`src/logic/afe_pkg.sv`:
```
package afe_pkg;

  // Register indices
  localparam logic [4:0] REG_PORT_CFG  = 5'h00;
  localparam logic [4:0] REG_PWR_DOWN  = 5'h01;
  localparam logic [4:0] REG_SPARE     = 5'h02;
  localparam logic [4:0] REG_CLK_SRC   = 5'h03;
  localparam logic [4:0] REG_RX_FILT   = 5'h04;
  localparam logic [4:0] REG_TUNE      = 5'h05;
  localparam logic [4:0] REG_RX_GAIN   = 5'h06;
  localparam logic [4:0] REG_TX_PATH   = 5'h07;
  localparam logic [4:0] REG_RX_CLKOUT = 5'h08;
  localparam logic [4:0] REG_DIE_VER   = 5'h0f;

  // Reset values
  localparam logic [7:0] RST_PORT_CFG  = 8'h00;
  localparam logic [7:0] RST_PWR_DOWN  = 8'h00;
  localparam logic [7:0] RST_SPARE     = 8'h00;
  localparam logic [7:0] RST_CLK_SRC   = 8'h01;
  localparam logic [7:0] RST_RX_FILT   = 8'h01;
  localparam logic [7:0] RST_TUNE      = 8'h80;
  localparam logic [7:0] RST_RX_GAIN   = 8'h00;
  localparam logic [7:0] RST_TX_PATH   = 8'h10;
  localparam logic [7:0] RST_RX_CLKOUT = 8'h00;

  // Writable bit masks
  localparam logic [7:0] MASK_PORT_CFG = 8'he0;
  localparam logic [7:0] MASK_PWR_DOWN = 8'h3f;
  localparam logic [7:0] MASK_CLK_SRC  = 8'h43;
  localparam logic [7:0] MASK_RX_FILT  = 8'hbf;
  localparam logic [7:0] MASK_RX_GAIN  = 8'hbf;
  localparam logic [7:0] MASK_TX_PATH  = 8'hf3;
  localparam logic [7:0] MASK_RX_CLKOUT = 8'hfb;
  localparam logic [7:0] MASK_ALL      = 8'hff;
  localparam logic [7:0] MASK_NONE     = 8'h00;

  // Field positions
  localparam int unsigned BIT_FOUR_WIRE = 7;
  localparam int unsigned BIT_LSB_FIRST = 6;
  localparam int unsigned BIT_SOFT_RST  = 5;
  localparam int unsigned BIT_PD_FILT   = 0;
  localparam int unsigned BIT_PD_ADC    = 1;
  localparam int unsigned BIT_PD_REF    = 2;
  localparam int unsigned BIT_PD_INTERP = 3;
  localparam int unsigned BIT_PD_DAC    = 4;
  localparam int unsigned BIT_PD_PLL    = 5;
  localparam int unsigned BIT_ADC_DIV2  = 6;
  localparam int unsigned BIT_LPF_BYP   = 0;
  localparam int unsigned BIT_ONE_POLE  = 1;
  localparam int unsigned BIT_WIDE_LPF  = 2;
  localparam int unsigned BIT_TUNE_BUSY = 6;
  localparam int unsigned BIT_READ      = 7;

  // Soft reset duration in clock cycles
  localparam logic [3:0] SOFT_RST_CYCLES = 4'h8;
  localparam logic [2:0] BIT_LAST        = 3'h7;

  // Instruction fields
  typedef struct packed {
    logic       rd;
    logic [1:0] count;
    logic [4:0] addr;
  } afe_instr_t;

  // Controls driven toward the analog blocks
  typedef struct packed {
    logic       pd_rx_filter;
    logic       bypass_rx_filter;
    logic       pd_adc_sgain;
    logic       pd_adc_ref;
    logic       pd_interp;
    logic       pd_dac;
    logic       pd_tx_pll;
    logic       clk_a_hiz;
    logic [3:0] pll_factor;
    logic       adc_clk_div2;
    logic       one_pole_en;
    logic [7:0] tune_target;
    logic       wide_cutoff;
  } afe_ctrl_t;

endpackage

```
`src/logic/afe_sync.sv`:
```
`timescale 1ns/1ns
// Two-stage synchroniser for pin inputs
module afe_sync #(
  parameter int unsigned WIDTH = 3
) (
  // Clock and reset
  input  wire logic             clock,
  input  wire logic             nrst,
  // Data
  input  wire logic [WIDTH-1:0] async_in,
  output logic      [WIDTH-1:0] sync_out
);

  logic [WIDTH-1:0] meta_r;

  // Refuse an empty synchroniser
  if (WIDTH == 0) begin : g_width_check
    $error("sync width must be at least one");
  end

  // First stage is read only by the second
  always_ff @(posedge clock) begin
    if (!nrst) begin
      meta_r   <= '0;
      sync_out <= '0;
    end else begin
      meta_r   <= async_in;
      sync_out <= meta_r;
    end
  end

endmodule // afe_sync

```
`src/logic/afe_regfile.sv`:
```
`timescale 1ns/1ns
// Register storage with hardware and soft reset
module afe_regfile #(
  parameter logic [7:0] DIE_VERSION = 8'h05  // Arbitrary value
) (
  // Clock and reset
  input  wire logic       clock,
  input  wire logic       nrst,
  input  wire logic       soft_rst,
  // Write and read port
  input  wire logic       wr_en,
  input  wire logic [4:0] wr_addr,
  input  wire logic [7:0] wr_data,
  input  wire logic [4:0] rd_addr,
  output logic      [7:0] rd_data,
  // Register contents
  output logic      [7:0] r0,
  output logic      [7:0] r1,
  output logic      [7:0] r3,
  output logic      [7:0] r4,
  output logic      [7:0] r5
);

  localparam int unsigned NREG = 9;
  logic [7:0] regs_r [NREG];

  function automatic logic [7:0] rst_val(input int unsigned i);
    case (i)
      0:       rst_val = afe_pkg::RST_PORT_CFG;
      1:       rst_val = afe_pkg::RST_PWR_DOWN;
      2:       rst_val = afe_pkg::RST_SPARE;
      3:       rst_val = afe_pkg::RST_CLK_SRC;
      4:       rst_val = afe_pkg::RST_RX_FILT;
      5:       rst_val = afe_pkg::RST_TUNE;
      6:       rst_val = afe_pkg::RST_RX_GAIN;
      7:       rst_val = afe_pkg::RST_TX_PATH;
      default: rst_val = afe_pkg::RST_RX_CLKOUT;
    endcase
  endfunction

  function automatic logic [7:0] wr_mask(input logic [4:0] a);
    case (a)
      afe_pkg::REG_PORT_CFG:  wr_mask = afe_pkg::MASK_PORT_CFG;
      afe_pkg::REG_PWR_DOWN:  wr_mask = afe_pkg::MASK_PWR_DOWN;
      afe_pkg::REG_SPARE:     wr_mask = afe_pkg::MASK_ALL;
      afe_pkg::REG_CLK_SRC:   wr_mask = afe_pkg::MASK_CLK_SRC;
      afe_pkg::REG_RX_FILT:   wr_mask = afe_pkg::MASK_RX_FILT;
      afe_pkg::REG_TUNE:      wr_mask = afe_pkg::MASK_ALL;
      afe_pkg::REG_RX_GAIN:   wr_mask = afe_pkg::MASK_RX_GAIN;
      afe_pkg::REG_TX_PATH:   wr_mask = afe_pkg::MASK_TX_PATH;
      afe_pkg::REG_RX_CLKOUT: wr_mask = afe_pkg::MASK_RX_CLKOUT;
      default:                wr_mask = afe_pkg::MASK_NONE;
    endcase
  endfunction

  // soft reset, masked writes
  // Storage; soft reset spares register 0 except its reset bit
  always_ff @(posedge clock) begin
    for (int unsigned i = 0; i < NREG; i++) begin
      if (!nrst) begin
        regs_r[i] <= rst_val(i);
      end else if (soft_rst) begin
        if (i == 0) begin
          regs_r[i] <= regs_r[i] & ~(8'h01 << afe_pkg::BIT_SOFT_RST);
        end else begin
          regs_r[i] <= rst_val(i);
        end
      end else if (wr_en && wr_addr == 5'(i)) begin
        regs_r[i] <= wr_data & wr_mask(wr_addr);
      end
    end
  end

  // unmapped reads zero
  // Read mux; unmapped addresses read zero
  assign rd_data = (rd_addr == afe_pkg::REG_DIE_VER) ? DIE_VERSION :
                   (rd_addr < 5'(NREG)) ? regs_r[rd_addr[3:0]] : 8'h00;
  assign r0 = regs_r[0];
  assign r1 = regs_r[1];
  assign r3 = regs_r[3];
  assign r4 = regs_r[4];
  assign r5 = regs_r[5];

endmodule // afe_regfile

```
`src/logic/afe_ctrl_bank.sv`:
```
`timescale 1ns/1ns
// Summary of operation
// - Hardware reset disables the serial port and restores every register default.
// - Soft reset restores all but register 0; its reset bit reads zero.
// - Register 0 bit 5 resets the chip, relocks multipliers, then self-clears.
// - Port sequencing counts serial clock edges since select went active.
// - A byte completes every eighth rising edge; multibyte writes update sequentially.
// - Resets leave interpolator contents; host flushes transmit path with zeros.
// - Register 0 bit 6 selects least significant bit first; default MSB first.
// - Register 0 bit 7 selects four-line mode with separate serial output.
// - Four-line output changes on falling serial clock; host samples rising.
// - Register 1 bit 0 powers down and bypasses filter and continuous gain.
// - Register 1 bits 1 and 2 power down ADC/switched gain and reference.
// - Register 1 bit 3 powers down interpolator, bit 4 the DAC.
// - Register 1 bit 5 powers down transmit multiplier; auxiliary clock floats.
// - Register 3 bits 1:0 pick multiplier factor 1, 2, 4 or 8.
// - Register 3 bit 6 clocks the ADC from oscillator input halved.
// - Filter calibrates to low or high cutoff using tuning target register.
// - Register 4 bit 0 bypasses and powers down the four-pole filter.
// - Register 4 bit 1 enables untrimmed single-pole filter when register 4 bit 0 bypasses it.
// - Instruction byte: read flag, byte count minus one, start address.
// - Multibyte addresses decrement MSB-first and increment LSB-first.
// - Input sampled on rising edges; read data updated on falling edges.
// - Select is active low; input ignored while select inactive.
module afe_ctrl_bank #(
  parameter logic [7:0] DIE_VERSION = 8'h05  // Arbitrary value
) (
  // Clock and reset
  input  wire logic              clock,
  input  wire logic              nrst,
  // Serial pins
  input  wire logic              serial_clk,
  input  wire logic              serial_select_n,
  input  wire logic              serial_data_i,
  output logic                   serial_data_o,
  output logic                   serial_data_oe_n,
  output logic                   boost_or_serial_out,
  output logic                   boost_or_serial_oe_n,
  // Analog side
  input  wire logic              rx_boost_level,
  output afe_pkg::afe_ctrl_t     ctrl,
  output logic                   pll_relock
);

  typedef enum logic [1:0] {AFE_IDLE, AFE_INSTR, AFE_DATA, AFE_DONE} afe_state_t;

  // Synchronised pins: clk, select, data
  // Select enters inverted so cleared flops read as deselected after reset
  logic [2:0] pins_s;
  afe_sync #(.WIDTH(3)) u_sync (
    .clock    (clock),
    .nrst     (nrst),
    .async_in ({serial_clk, ~serial_select_n, serial_data_i}),
    .sync_out (pins_s)
  );
  wire sclk_s = pins_s[2];
  wire sel_n_s = ~pins_s[1];
  wire sdi_s = pins_s[0];

  afe_state_t         state_r, state_nxt;
  logic               sclk_d_r;
  logic [2:0]         bit_cnt_r;
  logic [7:0]         shift_r;
  afe_pkg::afe_instr_t instr_r;
  logic [1:0]         bytes_left_r;
  logic [4:0]         addr_r;
  logic [7:0]         tx_r;
  logic               sdo_r;
  logic               drive_r;
  logic [3:0]         srst_cnt_r;
  logic               soft_rst_r;
  logic [7:0]         rd_data;
  logic [7:0]         r0, r1, r3, r4, r5;
  afe_pkg::afe_ctrl_t ctrl_nxt;

  // Edge detection on synchronised serial clock
  wire rise = sclk_s & ~sclk_d_r;
  wire fall = ~sclk_s & sclk_d_r;
  wire lsb_first = r0[afe_pkg::BIT_LSB_FIRST];
  wire four_wire = r0[afe_pkg::BIT_FOUR_WIRE];
  wire active = ~sel_n_s & ~soft_rst_r;
  wire [7:0] shift_in = lsb_first ? {sdi_s, shift_r[7:1]} : {shift_r[6:0], sdi_s};
  wire byte_done = active & rise & (bit_cnt_r == afe_pkg::BIT_LAST);
  wire afe_pkg::afe_instr_t instr_nxt = afe_pkg::afe_instr_t'(shift_in);
  wire [4:0] addr_step = lsb_first ? addr_r + 5'h01 : addr_r - 5'h01;
  wire do_write = byte_done & (state_r == AFE_DATA) & ~instr_r.rd;
  wire soft_req = do_write & (addr_r == afe_pkg::REG_PORT_CFG) & shift_in[afe_pkg::BIT_SOFT_RST];
  wire [4:0] rd_addr = (state_r == AFE_INSTR) ? instr_nxt.addr : addr_step;
  wire load_tx = byte_done & ((state_r == AFE_INSTR) ? instr_nxt.rd : (instr_r.rd & bytes_left_r != 2'h0));

  afe_regfile #(.DIE_VERSION(DIE_VERSION)) u_regs (
    .clock    (clock),
    .nrst     (nrst),
    .soft_rst (soft_rst_r),
    .wr_en    (do_write),
    .wr_addr  (addr_r),
    .wr_data  (shift_in),
    .rd_addr  (rd_addr),
    .rd_data  (rd_data),
    .r0       (r0),
    .r1       (r1),
    .r3       (r3),
    .r4       (r4),
    .r5       (r5)
  );

  always_comb begin
    state_nxt = state_r;
    case (state_r)
      AFE_IDLE:  if (active) state_nxt = AFE_INSTR;
      AFE_INSTR: if (byte_done) state_nxt = AFE_DATA;
      AFE_DATA:  if (byte_done && bytes_left_r == 2'h0) state_nxt = AFE_DONE;
      AFE_DONE:  state_nxt = AFE_DONE;
      default:   state_nxt = AFE_IDLE;
    endcase
    if (!active) state_nxt = AFE_IDLE;
  end

  // serial engine, held off during resets
  always_ff @(posedge clock) begin
    if (!nrst) begin
      state_r      <= AFE_IDLE;
      sclk_d_r     <= 1'b0;
      bit_cnt_r    <= 3'h0;
      shift_r      <= 8'h00;
      instr_r      <= '0;
      bytes_left_r <= 2'h0;
      addr_r       <= 5'h00;
    end else begin
      state_r  <= state_nxt;
      sclk_d_r <= sclk_s;
      if (!active || state_r == AFE_IDLE) begin
        bit_cnt_r <= 3'h0;
      end else if (rise) begin
        bit_cnt_r <= bit_cnt_r + 3'h1;
        shift_r   <= shift_in;
      end
      if (byte_done && state_r == AFE_INSTR) begin
        instr_r      <= instr_nxt;
        bytes_left_r <= instr_nxt.count;
        addr_r       <= instr_nxt.addr;
      end else if (byte_done && state_r == AFE_DATA) begin
        bytes_left_r <= bytes_left_r - 2'h1;
        addr_r       <= addr_step;
      end
    end
  end

  // read data shifted out on falling edges
  always_ff @(posedge clock) begin
    if (!nrst) begin
      tx_r    <= 8'h00;
      sdo_r   <= 1'b0;
      drive_r <= 1'b0;
    end else begin
      if (load_tx) begin
        tx_r    <= rd_data;
        drive_r <= 1'b1;
      end else if (active && fall && drive_r) begin
        sdo_r <= lsb_first ? tx_r[0] : tx_r[7];
        tx_r  <= lsb_first ? {1'b0, tx_r[7:1]} : {tx_r[6:0], 1'b0};
      end
      if (!active || state_r == AFE_DONE) drive_r <= 1'b0;
    end
  end

  always_ff @(posedge clock) begin
    if (!nrst) begin
      srst_cnt_r <= 4'h0;
      soft_rst_r <= 1'b0;
    end else if (soft_req) begin
      srst_cnt_r <= afe_pkg::SOFT_RST_CYCLES;
      soft_rst_r <= 1'b1;
    end else if (srst_cnt_r != 4'h0) begin
      srst_cnt_r <= srst_cnt_r - 4'h1;
      soft_rst_r <= (srst_cnt_r != 4'h1);
    end
  end

  // Control decode toward the analog blocks
  always_comb begin
    ctrl_nxt = '0;
    ctrl_nxt.pd_rx_filter     = r1[afe_pkg::BIT_PD_FILT] | r4[afe_pkg::BIT_LPF_BYP];
    ctrl_nxt.bypass_rx_filter = r1[afe_pkg::BIT_PD_FILT] | r4[afe_pkg::BIT_LPF_BYP];
    ctrl_nxt.pd_adc_sgain     = r1[afe_pkg::BIT_PD_ADC];
    ctrl_nxt.pd_adc_ref       = r1[afe_pkg::BIT_PD_REF];
    ctrl_nxt.pd_interp        = r1[afe_pkg::BIT_PD_INTERP];
    ctrl_nxt.pd_dac           = r1[afe_pkg::BIT_PD_DAC];
    ctrl_nxt.pd_tx_pll        = r1[afe_pkg::BIT_PD_PLL];
    ctrl_nxt.clk_a_hiz        = r1[afe_pkg::BIT_PD_PLL];
    ctrl_nxt.pll_factor       = 4'h1 << r3[1:0];
    ctrl_nxt.adc_clk_div2     = r3[afe_pkg::BIT_ADC_DIV2];
    ctrl_nxt.one_pole_en      = r4[afe_pkg::BIT_ONE_POLE] & r4[afe_pkg::BIT_LPF_BYP];
    ctrl_nxt.tune_target      = r5;
    ctrl_nxt.wide_cutoff      = r4[afe_pkg::BIT_WIDE_LPF];
  end

  // Registered outputs; four-line pin selection
  always_ff @(posedge clock) begin
    if (!nrst) begin
      ctrl                 <= '0;
      pll_relock           <= 1'b0;
      serial_data_o        <= 1'b0;
      serial_data_oe_n     <= 1'b1;
      boost_or_serial_out  <= 1'b0;
      boost_or_serial_oe_n <= 1'b0;
    end else begin
      ctrl                 <= ctrl_nxt;
      pll_relock           <= soft_rst_r;
      serial_data_o        <= sdo_r;
      serial_data_oe_n     <= ~(drive_r & ~four_wire & active);
      boost_or_serial_out  <= (four_wire && drive_r && active) ? sdo_r : rx_boost_level;
      boost_or_serial_oe_n <= 1'b0;
    end
  end
endmodule // afe_ctrl_bank

```
`config.mk`:
```
export PLATFORM = sky130hd
export DESIGN_NAME = afe_ctrl_bank
export DESIGN_NICKNAME = d
export VERILOG_FILES = /design/src/logic/afe_pkg.sv /design/src/logic/afe_sync.sv /design/src/logic/afe_regfile.sv /design/src/logic/afe_ctrl_bank.sv
export SDC_FILE = /design/constraint.sdc
export NUM_CORES = 1
export LEC_CHECK = 0
export ABC_AREA = 1
export CORE_ASPECT_RATIO = 0.5
export CORE_MARGIN = 2
export CORE_UTILIZATION = 45
export CTS_CLUSTER_SIZE = 25
export DETAILED_ROUTE_END_ITERATION = 12
export DONT_BUFFER_PORTS = 1
export GPL_TIMING_DRIVEN = 0
export SLEW_MARGIN = 20
export SYNTH_ARGS = -nofsm -noshare
export SYNTH_HDL_FRONTEND = slang
export SYNTH_SLANG_ARGS = --single-unit
```
`constraint.sdc`:
```
create_clock -name clock -period 4.43 [get_ports clock]
set_input_delay 0.443 -clock clock [delete_from_list [all_inputs] [get_ports clock]]
set_output_delay 0.443 -clock clock [all_outputs]
set_load 0.01 [all_outputs]
```
==> impl_metrics.env <==
export IMPL_grt_pass1_vias=5023
export IMPL_drc=0
export IMPL_antennaDiodeCount=0
export IMPL_status="finished, final reports clean"
export IMPL_regArea_mm2=0.00366
export IMPL_synth_top_area_frac=0.317
export IMPL_irDropWorstVdd_uv=281
export IMPL_yosys_most_used_dff="dfxtp_1"
export IMPL_yosys_warnings=0
export IMPL_maxCapViolations=0
export IMPL_fill_cells=1417
export IMPL_fin_hold_ws_ps=82.2
export IMPL_synthArstFlopShare=0
export IMPL_cts_root_buf="clkbuf_16"
export IMPL_ctsResizeCount=0
export IMPL_post_drt_wl_per_cell_um=17.1
export IMPL_p_sw_frac=0.288
export IMPL_setup_slack_ps=1640
export IMPL_htreeDepth=4
export IMPL_start_util=0.467
export IMPL_place_congestion=0.907
export IMPL_dp_hpwl_um=12800
export IMPL_worstSetupStartpointType="flip-flop"
export IMPL_cp_num_buf_inv=3
export IMPL_wl_um=17800
export IMPL_holdBufCountCts=0
export IMPL_cts_buffers=17
export IMPL_instances_no_fill=1042
export IMPL_synthesis_nets=833
export IMPL_cts_tree="yes"
export IMPL_yosys_top_cells_area="edfxtp_1, dfxtp_1, nand2_1"
export IMPL_synth_common_cells="nand2_1, nor2_1, nand3_1"
export IMPL_final_setup_tns_ps=0
export IMPL_die_area_mm2=0.0162
export IMPL_synth_cell_types=41
export IMPL_io_buffers=0
export IMPL_dp_slack_ps=1690
export IMPL_vias_per_cell=5.27
export IMPL_power_frac_comb=0.114
export IMPL_clk_path_buf_depth=2
export IMPL_antenna_found_initial=0
export IMPL_clock_latency_ps=430
export IMPL_ys_seq_elements=147
export IMPL_core_mm2=0.0146
export IMPL_dr_pass1_iters=5
export IMPL_slowest_stage="dfxtp_1"
export IMPL_worst_r2r_cell_count=13
export IMPL_die_w_um=178
export IMPL_finalNetCount=852
export IMPL_path_cells="inv_1 > ha_1 > inv_1 > nand2_1 > nand2_1 > nand2_1 > nand2_1 > buf_2 > nand3_1 > nand3_1 > nand3_1 > nand3_1 > a21oi_1"
export IMPL_grt_max_degree=17
export IMPL_crit_type="flip-flop to flip-flop"
export IMPL_fmax_mhz=359
export IMPL_syn_to_final_growth_pct=12.3
export IMPL_overflow=0
export IMPL_antenna_left=0
export IMPL_drv_slew=0
export IMPL_worstPathRequired_ps=4720
export IMPL_max_stage_delay_ps=530
export IMPL_rows=31
export IMPL_p_int_mw=2.55
export IMPL_clkTransAtPathRegs_ps=70
export IMPL_avgSynthCellArea_um2=8.40
export IMPL_fin_area_mm2=0.00766
export IMPL_totalPowerFinal_mw=3.58
export IMPL_power_leakage_nw=3.23
export IMPL_cts_setup_buffers=0
export IMPL_syn_area_mm2=0.00682
export IMPL_timing_final_crit_share=0.629
export IMPL_post_dp_cell_area_mm2=0.00707
export IMPL_p_sw_mw=1.03
export IMPL_fin_util=0.524
export IMPL_worst_clock_skew_ps=11.7
export IMPL_crit_cells=13
export IMPL_clock_sinks=147
export IMPL_die_h_um=91.1
export IMPL_cp_max_fo=10
export IMPL_grt_pass1_wl_um=28400
export IMPL_ys_seq_area_frac=0.537
export IMPL_powerDensity_mw_per_mm2=467
export IMPL_rsz0062_at_grt="no"
export IMPL_dp_cells=1010
export IMPL_synth_top_area_cell="edfxtp_1"
export IMPL_critPathCaptureType="flip-flop"
export IMPL_worstMarginPinSlew_ps=737
export IMPL_clkPwrFrac=0.409
export IMPL_relSlewSlack=0.509
export IMPL_hold_class="input port to flip-flop"
export IMPL_grt_use_total=0.235
export IMPL_power_frac_seq=0.478
export IMPL_crit_family="simple AND/OR/NAND/NOR gates"
export IMPL_syn_inst=812
export IMPL_cp_arrival_ps=3080
export IMPL_synth_edf_count=72
export IMPL_drtIter0Drc=547
export IMPL_vias=5492
export IMPL_setup_viol=0
export IMPL_drive_gt1_frac=0.103
export IMPL_final_hold_viol_count=0
export IMPL_min_path_cells=1
export IMPL_multi_input_area_mm2=0.00264
export IMPL_yosysMostFrequentCell="nand2_1"
export IMPL_period_minus_slack_ps=2790
export IMPL_io_pins=34
-- logic make-up (layout without fill, tap and decap cells) --
logic type / after synthesis / count (layout) / share of synthesized area
DFF: 147 / 147 / 0.537
other: 1 / 1 / 0.000550
adders and majority gates: 15 / 15 / 0.0275
and+or+nand+nor: 455 / 455 / 0.296
xor gates and xnor gates: 2 / 2 / 0.00257
buffers and inverters: 122 / 154 / 0.0761
AOI/OAI and AO/OA: 70 / 70 / 0.0602
-- registers in the layout (all words and copies together), names as in the netlist, 2 cells and up, named ones only --
register / count
srst_cnt_r: 4
addr_r: 5
state_r: 2
shift_r: 8
u_sync.meta_r: 3
tx_r: 8
u_regs.regs_r: 72
bytes_left_r: 2
u_sync.sync_out: 3
ctrl: 21
bit_cnt_r: 3
-- power by group through the flow --
stage                     Combinational [mW]  Clock, mW  Sequential (mW)
after floorplan                        0.302          0             1.71
after detailed placement               0.407          0             1.74
after CTS                              0.408       1.47             1.71
after global placement                 0.402          0             1.74
after global routing                   0.465       1.53             1.73
final                                  0.407       1.46             1.71
-- final cells by class --
| class | count | area share |
|---|---|---|
| flip-flops and latches | 147 | 0.478 |
| multi-input cells | 543 | 0.345 |
| clock buffers | 18 | 0.0560 |
| inverters | 97 | 0.0475 |
| well taps | 198 | 0.0324 |
| clock inverters | 14 | 0.0208 |
| plain buffers | 25 | 0.0203 |
-- worst reg2reg max path, stage by stage (launching register included) --
cell and delay [ps]:
dfxtp_1 530, inv_1 210, ha_1 380, inv_1 70, nand2_1 50, nand2_1 130
nand2_1 70, nand2_1 280, buf_2 290, nand3_1 100, nand3_1 90, nand3_1 150
nand3_1 210, a21oi_1 80
-- cells in the final DEF, fill, tap and decap left out, types with 9 or more instances in the layout --
master and instances:
a21oi_1 20, a31oi_1 9, clkbuf_1 9, clkbuf_16 17, dfxtp_1 75, edfxtp_1 72
ha_1 15, inv_1 85, inv_2 11, nand2_1 213, nand3_1 98, nor2_1 102
o21ai_0 22
-- per-layer routing --
layer | GRT usage | up-vias | share of wire
li1 | - | 2686 | -
met1 | 0.347 | 2603 | 0.49
met2 | 0.343 | 173 | 0.42
met3 | 0.0570 | 30 | 0.069
met4 | 0.0649 | 0 | 0.022
met5 | 0 | - | 0
-- worst paths after layout --
check,to,slack [ps],from
setup reg to reg,tx_r[5],1640,addr_r[0]
setup / recovery,tx_r[5],1640,addr_r[0]
hold reg to reg,u_sync.sync_out[2],410,u_sync.meta_r[2]
hold / removal,u_sync.meta_r[1],80,serial_select_n
Note: power is estimated with default switching activity, not from simulation.
